**src/hw/irq_unit_regs.vh**
```
// Register map, field positions and reset values of the interrupt request unit.
`ifndef IRQ_UNIT_REGS_VH
`define IRQ_UNIT_REGS_VH

// ********************************************************************
// Register offsets and reset values
// ********************************************************************
`define ADDR_W 8
`define FLAGS_LOW_ADDR 8'h06
`define FLAGS_HIGH_ADDR 8'h07
`define ENABLE_LOW_ADDR 8'h08
`define ENABLE_HIGH_ADDR 8'h09
`define FLAGS_LOW_RESET 7'h00
`define FLAGS_HIGH_RESET 6'h00
`define ENABLE_RESET 8'h00
`define READ_ZERO 8'h00

// ********************************************************************
// Field positions
// ********************************************************************
`define SET_BIT 7
`define FLAG_LOW_W 7
`define FLAG_HIGH_W 6
`define FIFO_HIGH_BIT 6
`define FIFO_LOW_BIT 5
`define CMD_DONE_BIT 4
`define TX_DONE_BIT 3
`define RX_DONE_BIT 2
`define ERR_SUM_BIT 1
`define FRAME_START_BIT 0
`define COMBINED_BIT 6
`define CARD_BIT 5
`define PIN_INVERT_BIT 7
`define PIN_ENABLE_BIT 6
`define PUSH_PULL_BIT 7
`define TIMER_E_BIT 4
`define TIMER_D_BIT 3
`define TIMER_C_BIT 2
`define TIMER_B_BIT 1
`define TIMER_A_BIT 0

// ********************************************************************
// FIFO level and command constants
// ********************************************************************
`define FIFO_CNT_W 10
`define FIFO_SIZE_SMALL 10'h0FF
`define FIFO_SIZE_LARGE 10'h200
`define CMD_W 5
`define CMD_IDLE 5'h00

`endif

```
**src/hw/flag_bank.v**
```verilog
// Bank of sticky event flags with bulk set or clear by a written mask.
`timescale 1ns/1ns
module flag_bank #(
  parameter WIDTH = 7,
  parameter [WIDTH-1:0] RESET_VAL = {WIDTH{1'b0}}
) (
  input wire clk_sys,
  input wire rst_b,
  input wire [WIDTH-1:0] evt_level,
  input wire wr_stb,
  input wire wr_set,
  input wire [WIDTH-1:0] wr_mask,
  output wire [WIDTH-1:0] flags
);

  reg [WIDTH-1:0] prev_r;
  reg [WIDTH-1:0] flags_r;

  assign flags = flags_r;

  genvar i;
  generate
    for (i = 0; i < WIDTH; i = i + 1) begin : g_flag
      wire rise;
      assign rise = evt_level[i] & ~prev_r[i];
      always @(posedge clk_sys) begin
        if (!rst_b) begin
          prev_r[i] <= 1'b0;
          flags_r[i] <= RESET_VAL[i];
        // A rising event beats a clear written in the same cycle.
        end else begin
          prev_r[i] <= evt_level[i];
          if (rise) begin
            flags_r[i] <= 1'b1;
          end else if (wr_stb && wr_mask[i]) begin
            flags_r[i] <= wr_set;
          end
        end
      end
    end
  endgenerate

endmodule // flag_bank

```
**src/hw/irq_pin_driver.v**
```verilog
// Interrupt pin driver with gating, polarity and drive mode selection.
`timescale 1ns/1ns
module irq_pin_driver (
  input wire clk_sys,
  input wire rst_b,
  input wire request,
  input wire pin_request_enable,
  input wire pin_invert,
  input wire pin_drive_push_pull,
  output wire irq_pin_out,
  output wire irq_pin_oe_b
);

  reg out_r;
  reg oe_b_r;
  wire level;

  assign level = (request & pin_request_enable) ^ pin_invert;

  assign irq_pin_out = out_r;
  assign irq_pin_oe_b = oe_b_r;

  always @(posedge clk_sys) begin
    if (!rst_b) begin
      out_r <= 1'b0;
      oe_b_r <= 1'b0;
    end else begin
      if (pin_drive_push_pull) begin
        out_r <= level;
        oe_b_r <= 1'b0;
      end else begin
        // Open drain only ever pulls low; a high level is left to the pull-up.
        out_r <= 1'b0;
        oe_b_r <= level;
      end
    end
  end

endmodule // irq_pin_driver

```
**src/hw/reader_interrupt_request_unit.v**
```verilog
// Interrupt request unit: event flags, enables, combined request and pin.
`timescale 1ns/1ns
`include "irq_unit_regs.vh"
module reader_interrupt_request_unit #(
  parameter [31:0] CMD_KNOWN_MASK = 32'h00FF_FFFF
) (
  input wire clk_sys,
  input wire rst_b,

  // Register port of the host interface.
  input wire [7:0] reg_addr,
  input wire reg_wr_en,
  input wire [7:0] reg_wdata,
  input wire reg_rd_en,
  output wire [7:0] reg_rdata,
  output wire reg_hit,

  // FIFO level monitor.
  input wire fifo_size_small,
  input wire [9:0] fifo_length,
  input wire [8:0] water_level,

  // Command sequencer.
  input wire command_finished,
  input wire command_start,
  input wire [4:0] command_start_code,
  output wire command_force_idle,

  // Transmitter, receiver and error logic.
  input wire transmit_last_bit,
  input wire receive_end,
  input wire frame_start_seen,
  input wire fifo_write_violation,
  input wire fifo_overflow_error,
  input wire protocol_error,
  input wire empty_transmit_error,
  input wire integrity_error,

  // Low-power card detection and timers.
  input wire card_found,
  input wire [4:0] timer_underflow,

  // Interrupt pin.
  output wire irq_pin_out,
  output wire irq_pin_oe_b,
  output wire combined_request_flag
);

  // ********************************************************************
  // Declarations
  // ********************************************************************
  reg [7:0] enable_low_r;
  reg [7:0] enable_high_r;
  reg [7:0] rdata_r;
  reg hit_r;
  reg force_idle_r;
  reg [7:0] rdata_nxt;
  reg hit_nxt;

  wire [9:0] fifo_size;
  wire [9:0] free_space;
  wire [9:0] water_eff;
  wire fifo_high_level_live;
  wire fifo_low_level_live;
  wire cmd_unknown;
  wire cmd_done_evt;
  wire err_any;
  wire [6:0] low_evt;
  wire [5:0] high_evt;
  wire [6:0] flags_low;
  wire [5:0] flags_high;
  wire wr_low;
  wire wr_high;
  wire wr_en_low;
  wire wr_en_high;
  wire combined;
  wire fifo_high_level_flag;
  wire fifo_low_level_flag;
  wire command_done_flag;
  wire transmit_done_flag;
  wire receive_done_flag;
  wire error_summary_flag;
  wire frame_start_flag;
  wire card_presence_flag;
  wire timer_e_underflow_flag;
  wire timer_d_underflow_flag;
  wire timer_c_underflow_flag;
  wire timer_b_underflow_flag;
  wire timer_a_underflow_flag;
  wire fifo_high_level_enable;
  wire fifo_low_level_enable;
  wire command_done_enable;
  wire transmit_done_enable;
  wire receive_done_enable;
  wire error_summary_enable;
  wire frame_start_enable;
  wire card_presence_enable;
  wire timer_e_underflow_enable;
  wire timer_d_underflow_enable;
  wire timer_c_underflow_enable;
  wire timer_b_underflow_enable;
  wire timer_a_underflow_enable;
  wire pin_invert;
  wire pin_request_enable;
  wire pin_drive_push_pull;

  // ********************************************************************
  // FIFO level status
  // ********************************************************************
  assign fifo_size = fifo_size_small ? `FIFO_SIZE_SMALL : `FIFO_SIZE_LARGE;

  // The water level extension bit only counts in the large FIFO mode.
  assign water_eff = fifo_size_small ? {2'b00, water_level[7:0]} :
                                       {1'b0, water_level};

  assign free_space = fifo_size - fifo_length;

  assign fifo_high_level_live = (free_space <= water_eff);

  assign fifo_low_level_live = (fifo_length <= water_eff);

  // ********************************************************************
  // Command completion
  // ********************************************************************
  // Codes outside the known set cannot run and fall straight back to idle.
  assign cmd_unknown = command_start & ~CMD_KNOWN_MASK[command_start_code];

  assign cmd_done_evt = command_finished | cmd_unknown;

  always @(posedge clk_sys) begin
    if (!rst_b) begin
      force_idle_r <= 1'b0;
    end else begin
      force_idle_r <= cmd_unknown;
    end
  end

  assign command_force_idle = force_idle_r;

  // ********************************************************************
  // Error summary
  // ********************************************************************
  // any listed error
  assign err_any = fifo_write_violation |
                   fifo_overflow_error |
                   protocol_error |
                   empty_transmit_error |
                   integrity_error;

  // ********************************************************************
  // Event vectors
  // ********************************************************************
  // fifo high latch
  assign low_evt[`FIFO_HIGH_BIT] = fifo_high_level_live;
  assign low_evt[`FIFO_LOW_BIT] = fifo_low_level_live;
  assign low_evt[`CMD_DONE_BIT] = cmd_done_evt;
  assign low_evt[`TX_DONE_BIT] = transmit_last_bit;
  assign low_evt[`RX_DONE_BIT] = receive_end;
  assign low_evt[`ERR_SUM_BIT] = err_any;
  assign low_evt[`FRAME_START_BIT] = frame_start_seen;

  assign high_evt[`CARD_BIT] = card_found;
  assign high_evt[4:0] = timer_underflow;

  // ********************************************************************
  // Write decode
  // ********************************************************************
  assign wr_low = reg_wr_en && (reg_addr == `FLAGS_LOW_ADDR);
  assign wr_high = reg_wr_en && (reg_addr == `FLAGS_HIGH_ADDR);
  assign wr_en_low = reg_wr_en && (reg_addr == `ENABLE_LOW_ADDR);
  assign wr_en_high = reg_wr_en && (reg_addr == `ENABLE_HIGH_ADDR);

  // ********************************************************************
  // Flag banks
  // ********************************************************************
  // low flag bank
  flag_bank #(
    .WIDTH(`FLAG_LOW_W),
    .RESET_VAL(`FLAGS_LOW_RESET)
  ) u_flags_low (
    .clk_sys(clk_sys),
    .rst_b(rst_b),
    .evt_level(low_evt),
    .wr_stb(wr_low),
    .wr_set(reg_wdata[`SET_BIT]),
    .wr_mask(reg_wdata[`FLAG_LOW_W-1:0]),
    .flags(flags_low)
  );

  flag_bank #(
    .WIDTH(`FLAG_HIGH_W),
    .RESET_VAL(`FLAGS_HIGH_RESET)
  ) u_flags_high (
    .clk_sys(clk_sys),
    .rst_b(rst_b),
    .evt_level(high_evt),
    .wr_stb(wr_high),
    .wr_set(reg_wdata[`SET_BIT]),
    .wr_mask(reg_wdata[`FLAG_HIGH_W-1:0]),
    .flags(flags_high)
  );

  // ********************************************************************
  // Enable registers
  // ********************************************************************
  always @(posedge clk_sys) begin
    if (!rst_b) begin
      enable_low_r <= `ENABLE_RESET;
      enable_high_r <= `ENABLE_RESET;
    end else begin
      if (wr_en_low) begin
        enable_low_r <= reg_wdata;
      end
      if (wr_en_high) begin
        enable_high_r <= reg_wdata;
      end
    end
  end

  // ********************************************************************
  // Named flag and enable fields
  // ********************************************************************
  assign fifo_high_level_flag = flags_low[`FIFO_HIGH_BIT];
  assign fifo_low_level_flag = flags_low[`FIFO_LOW_BIT];
  assign command_done_flag = flags_low[`CMD_DONE_BIT];
  assign transmit_done_flag = flags_low[`TX_DONE_BIT];
  assign receive_done_flag = flags_low[`RX_DONE_BIT];
  assign error_summary_flag = flags_low[`ERR_SUM_BIT];
  assign frame_start_flag = flags_low[`FRAME_START_BIT];
  assign card_presence_flag = flags_high[`CARD_BIT];
  assign timer_e_underflow_flag = flags_high[`TIMER_E_BIT];
  assign timer_d_underflow_flag = flags_high[`TIMER_D_BIT];
  assign timer_c_underflow_flag = flags_high[`TIMER_C_BIT];
  assign timer_b_underflow_flag = flags_high[`TIMER_B_BIT];
  assign timer_a_underflow_flag = flags_high[`TIMER_A_BIT];

  assign fifo_high_level_enable = enable_low_r[`FIFO_HIGH_BIT];
  assign fifo_low_level_enable = enable_low_r[`FIFO_LOW_BIT];
  assign command_done_enable = enable_low_r[`CMD_DONE_BIT];
  assign transmit_done_enable = enable_low_r[`TX_DONE_BIT];
  assign receive_done_enable = enable_low_r[`RX_DONE_BIT];
  assign error_summary_enable = enable_low_r[`ERR_SUM_BIT];
  assign frame_start_enable = enable_low_r[`FRAME_START_BIT];

  assign card_presence_enable = enable_high_r[`CARD_BIT];
  assign timer_e_underflow_enable = enable_high_r[`TIMER_E_BIT];
  assign timer_d_underflow_enable = enable_high_r[`TIMER_D_BIT];
  assign timer_c_underflow_enable = enable_high_r[`TIMER_C_BIT];
  assign timer_b_underflow_enable = enable_high_r[`TIMER_B_BIT];
  assign timer_a_underflow_enable = enable_high_r[`TIMER_A_BIT];

  assign pin_invert = enable_low_r[`PIN_INVERT_BIT];
  assign pin_request_enable = enable_high_r[`PIN_ENABLE_BIT];
  assign pin_drive_push_pull = enable_high_r[`PUSH_PULL_BIT];

  // ********************************************************************
  // Combined request
  // ********************************************************************
  // Kept combinational so it drops in the same cycle as the last enabled flag.
  // enabled OR
  assign combined = (fifo_high_level_flag & fifo_high_level_enable) |
                    (fifo_low_level_flag & fifo_low_level_enable) |
                    (command_done_flag & command_done_enable) |
                    (transmit_done_flag & transmit_done_enable) |
                    (receive_done_flag & receive_done_enable) |
                    (error_summary_flag & error_summary_enable) |
                    (frame_start_flag & frame_start_enable) |
                    (card_presence_flag & card_presence_enable) |
                    (timer_e_underflow_flag & timer_e_underflow_enable) |
                    (timer_d_underflow_flag & timer_d_underflow_enable) |
                    (timer_c_underflow_flag & timer_c_underflow_enable) |
                    (timer_b_underflow_flag & timer_b_underflow_enable) |
                    (timer_a_underflow_flag & timer_a_underflow_enable);

  assign combined_request_flag = combined;

  // ********************************************************************
  // Interrupt pin
  // ********************************************************************
  irq_pin_driver u_pin (
    .clk_sys(clk_sys),
    .rst_b(rst_b),
    .request(combined),
    .pin_request_enable(pin_request_enable),
    .pin_invert(pin_invert),
    .pin_drive_push_pull(pin_drive_push_pull),
    .irq_pin_out(irq_pin_out),
    .irq_pin_oe_b(irq_pin_oe_b)
  );

  // ********************************************************************
  // Read path
  // ********************************************************************
  always @* begin
    rdata_nxt = `READ_ZERO;
    hit_nxt = 1'b1;
    case (reg_addr)
      `FLAGS_LOW_ADDR: begin
        rdata_nxt = {1'b0, flags_low};
      end
      `FLAGS_HIGH_ADDR: begin
        rdata_nxt = {1'b0, combined, flags_high};
      end
      `ENABLE_LOW_ADDR: begin
        rdata_nxt = enable_low_r;
      end
      `ENABLE_HIGH_ADDR: begin
        rdata_nxt = enable_high_r;
      end
      default: begin
        rdata_nxt = `READ_ZERO;
        hit_nxt = 1'b0;
      end
    endcase
  end

  // Read data is registered so the host interface sees a stable byte.
  always @(posedge clk_sys) begin
    if (!rst_b) begin
      rdata_r <= `READ_ZERO;
      hit_r <= 1'b0;
    end else if (reg_rd_en) begin
      rdata_r <= rdata_nxt;
      hit_r <= hit_nxt;
    end else begin
      hit_r <= 1'b0;
    end
  end

  assign reg_rdata = rdata_r;
  assign reg_hit = hit_r;

endmodule // reader_interrupt_request_unit

```
**config.mk**
```make
export PLATFORM = sky130hd
export DESIGN_NAME = reader_interrupt_request_unit
export DESIGN_NICKNAME = d
export VERILOG_FILES = /design/src/hw/flag_bank.v /design/src/hw/irq_pin_driver.v /design/src/hw/reader_interrupt_request_unit.v
export VERILOG_INCLUDE_DIRS = /design/src /design/src/hw
export SDC_FILE = /design/constraint.sdc
export NUM_CORES = 1
export LEC_CHECK = 0
export ABC_AREA = 1
export ABC_CLOCK_PERIOD_IN_PS = 3140
export BUFFER_PORTS_ARGS = -buffer_cell sky130_fd_sc_hd__buf_2
export CORE_MARGIN = 5
export CORE_UTILIZATION = 45
export CTS_CLUSTER_SIZE = 8
export DETAILED_ROUTE_END_ITERATION = 8
export PLACE_DENSITY = 0.68
export SYNTH_ARGS = -nofsm -noshare
export SYNTH_HDL_FRONTEND = slang
export SYNTH_HIERARCHICAL = 1
export SYNTH_SLANG_ARGS = --single-unit
```
**constraint.sdc**
```tcl
create_clock -name clk_sys -period 3.14 [get_ports clk_sys]
set_input_delay 0.314 -clock clk_sys [delete_from_list [all_inputs] [get_ports clk_sys]]
set_output_delay 0.314 -clock clk_sys [all_outputs]
set_load 0.05 [all_outputs]
```
==> impl_metrics.json <==
{
  "vias": 3392,
  "peakVddDrop_mv": 0.163,
  "syn_inst": 526,
  "cts_root_buffer": "clkbuf_8",
  "period_needed_ps": 2660,
  "fin_setup_tns_ps": 0,
  "core-area_um2": 7610,
  "cts_resized": 0,
  "drv_cap": 0,
  "crit_path_start_kind": "input port",
  "h-tree-depth": 2,
  "skew_ps": 9.39,
  "gp_congestion": 0.917,
  "grt_pass1_vias": 3307,
  "vias_per_cell": 4.84,
  "cts_setup_buffers": 0,
  "rows": 32,
  "finalSetupViolCount": 0,
  "drtAntennaViolNets": 0,
  "crit_type": "input port to register",
  "layout_commonest_cell": "nand2_1",
  "slew_headroom": 0.652,
  "syn-cell-area_um2": 3450,
  "worstMarginPinSlew_ps": 520,
  "ys_seq_area_frac": 0.313,
  "wl_per_cell_um": 11.8,
  "drt_iter0_markers": 190,
  "antenna_found_initial": 0,
  "crit_path_end_kind": "register",
  "grt_pass1_wl_um": 14400,
  "area_delta_synth_final_pct": 15.6,
  "start_util": 0.453,
  "fin_crit_sh": 0.846,
  "critPathRequiredTime_ps": 3400,
  "postSynthNetCount": 614,
  "dpl.hpwl_um": 6470,
  "overflow": 0,
  "cts_sinks": 54,
  "avgSynthCellArea_um2": 6.56,
  "clk_latency_ps": 310,
  "ys_types": 33,
  "crit_fanout": 9,
  "cpPeakStageDelay_ps": 420,
  "num_io_pins": 74,
  "die_w_um": 97.5,
  "outcome": "finished, final reports clean",
  "die_area_um2": 9510,
  "die_y_um": 97.5,
  "finalMaxSlewViolations": 0,
  "nets": 686,
  "grt_max_degree": 39,
  "synth_seq_cells": 54,
  "crit_slowest_cell": "fa_1",
  "path_clk_slew_ps": 100,
  "power_density_nw_per_um2": 378,
  "dr.pass1.iters": 5,
  "diodes": 0,
  "worstPathCellList": "buf_2 -> inv_1 -> ha_1 -> fa_1 -> inv_1 -> nand3_1 -> nand2_1 -> nand4_1 -> nand3_1 -> nand2_1 -> ha_1 -> nand3_1 -> nor3_1 -> a21oi_1 -> nor2_1 -> nand2_1 -> nand3_1 -> nand2_1 -> inv_1",
  "yosysWarnings": 6,
  "ctsHoldBuffers": 0,
  "leakage_nw": 2.16,
  "cts_tree": "done",
  "drive_gt1_frac": 0.157,
  "hold_path_class": "input port to register",
  "fmax_ghz": 0.376,
  "cts-buffers-inserted": 5,
  "track_usage": 0.179,
  "clk_path_buf_depth": 2,
  "arrival_ps": 2920,
  "drcViolationCount": 0,
  "total_power_w": 0.00151,
  "final_hold_viol_count": 0,
  "portBuffers": 70,
  "rsz0062_at_grt": "no",
  "layout_common_cells": "164 x nand2_1, 86 x inv_1, 70 x buf_2, 63 x nand3_1, 54 x dfxtp_1",
  "totalWireLength_um": 8310,
  "r2r_slack_ps": 1930
}
[path summary, 6_finish.rpt]
check             depth (start not counted)             startpoint                endpoint
setup / recovery                         19        fifo_size_small    u_flags_low/flags[6]
hold / removal                            3     timer_underflow[4]  u_flags_high/prev_r[4]
setup reg to reg                          7  u_flags_high/flags[1]      u_pin/irq_pin_oe_b
hold reg to reg                           2           reg_rdata[2]            reg_rdata[2]
[power breakdown]
part / internal, W / switching (W)
Clock: 0.000238 / 0.000225
Combinational: 0.000129 / 0.000186
Sequential: 0.000711 / 0.0000171
[synth_stat cells, drive strengths merged]
master,n,area share
xnor2,5,0.013
nor3,4,0.0058
a21oi,23,0.037
xor2,1,0.0025
nand4,10,0.018
inv,89,0.097
a31oi,1,0.0018
nor2,41,0.052
o21ai,14,0.020
or2,1,0.0018
buf,9,0.023
dfxtp,54,0.31
nand3,65,0.099
nand3b,1,0.0022
nor4,2,0.0036
a211oi,1,0.0022
fa,1,0.0058
o21bai,6,0.013
clkinv,2,0.0036
nand2,166,0.18
a21o,4,0.0087
ha,26,0.094
[routing by layer]
metal  wire (um)  track usage  share of wire  vias up
met2        3880        0.314           0.47      101
met1        3800        0.226           0.46     1477
li1            -            -              -     1806
met4          82       0.0298         0.0099        0
met5           0            0              0        -
met3         541       0.0431          0.065        8
[worst max-delay path, delay by kind of cell]
| family | cells | cell delay (ps) |
|---|---|---|
| adders and majority gates | 3 | 960 |
| and+or+nand+nor | 11 | 1110 |
| buffers and inverters | 4 | 480 |
| AOI/OAI and AO/OA | 1 | 60 |
[state kept, by name (all words and copies together) (netlist names), 6 cells and up]
signal and flops:
u_flags_high/flags 6, reg_rdata 8, enable_low_r 8, u_flags_high/prev_r 6, enable_high_r 8, u_flags_low/flags 7, u_flags_low/prev_r 7
[kinds of logic after synthesis]
kind of cell / share of synthesized area
DFF: 0.313
AOI/OAI and AO/OA: 0.0827
and+or+nand+nor: 0.365
adders and majority gates: 0.100
buffers and inverters: 0.123
xor gates and xnor gates: 0.0152
[area by class of cell]
class / instances / area [um2]
fill: 839 / 3620
inverter: 91 / 347
timing repair buffer: 74 / 380
tap: 102 / 128
sequential: 54 / 1080
clock buffer: 6 / 72.6
multi-input combinational: 372 / 1940
clock inverter: 2 / 37.5
[metrics by stage]
stage          worst slack (ps)  hold WS, ps  utilization  instances  cell area (um2)
6_report                    483          191        0.524        701             3990
5_1_grt                     157          186        0.524        701             3990
4_1_cts                     498          182        0.524        701             3990
3_5_place_dp                186          441        0.510        693             3880
3_3_place_gp                301          432        0.510        693             3880
2_1_floorplan               729          407            -        526             3450
Note: power is estimated with default switching activity, not from simulation.
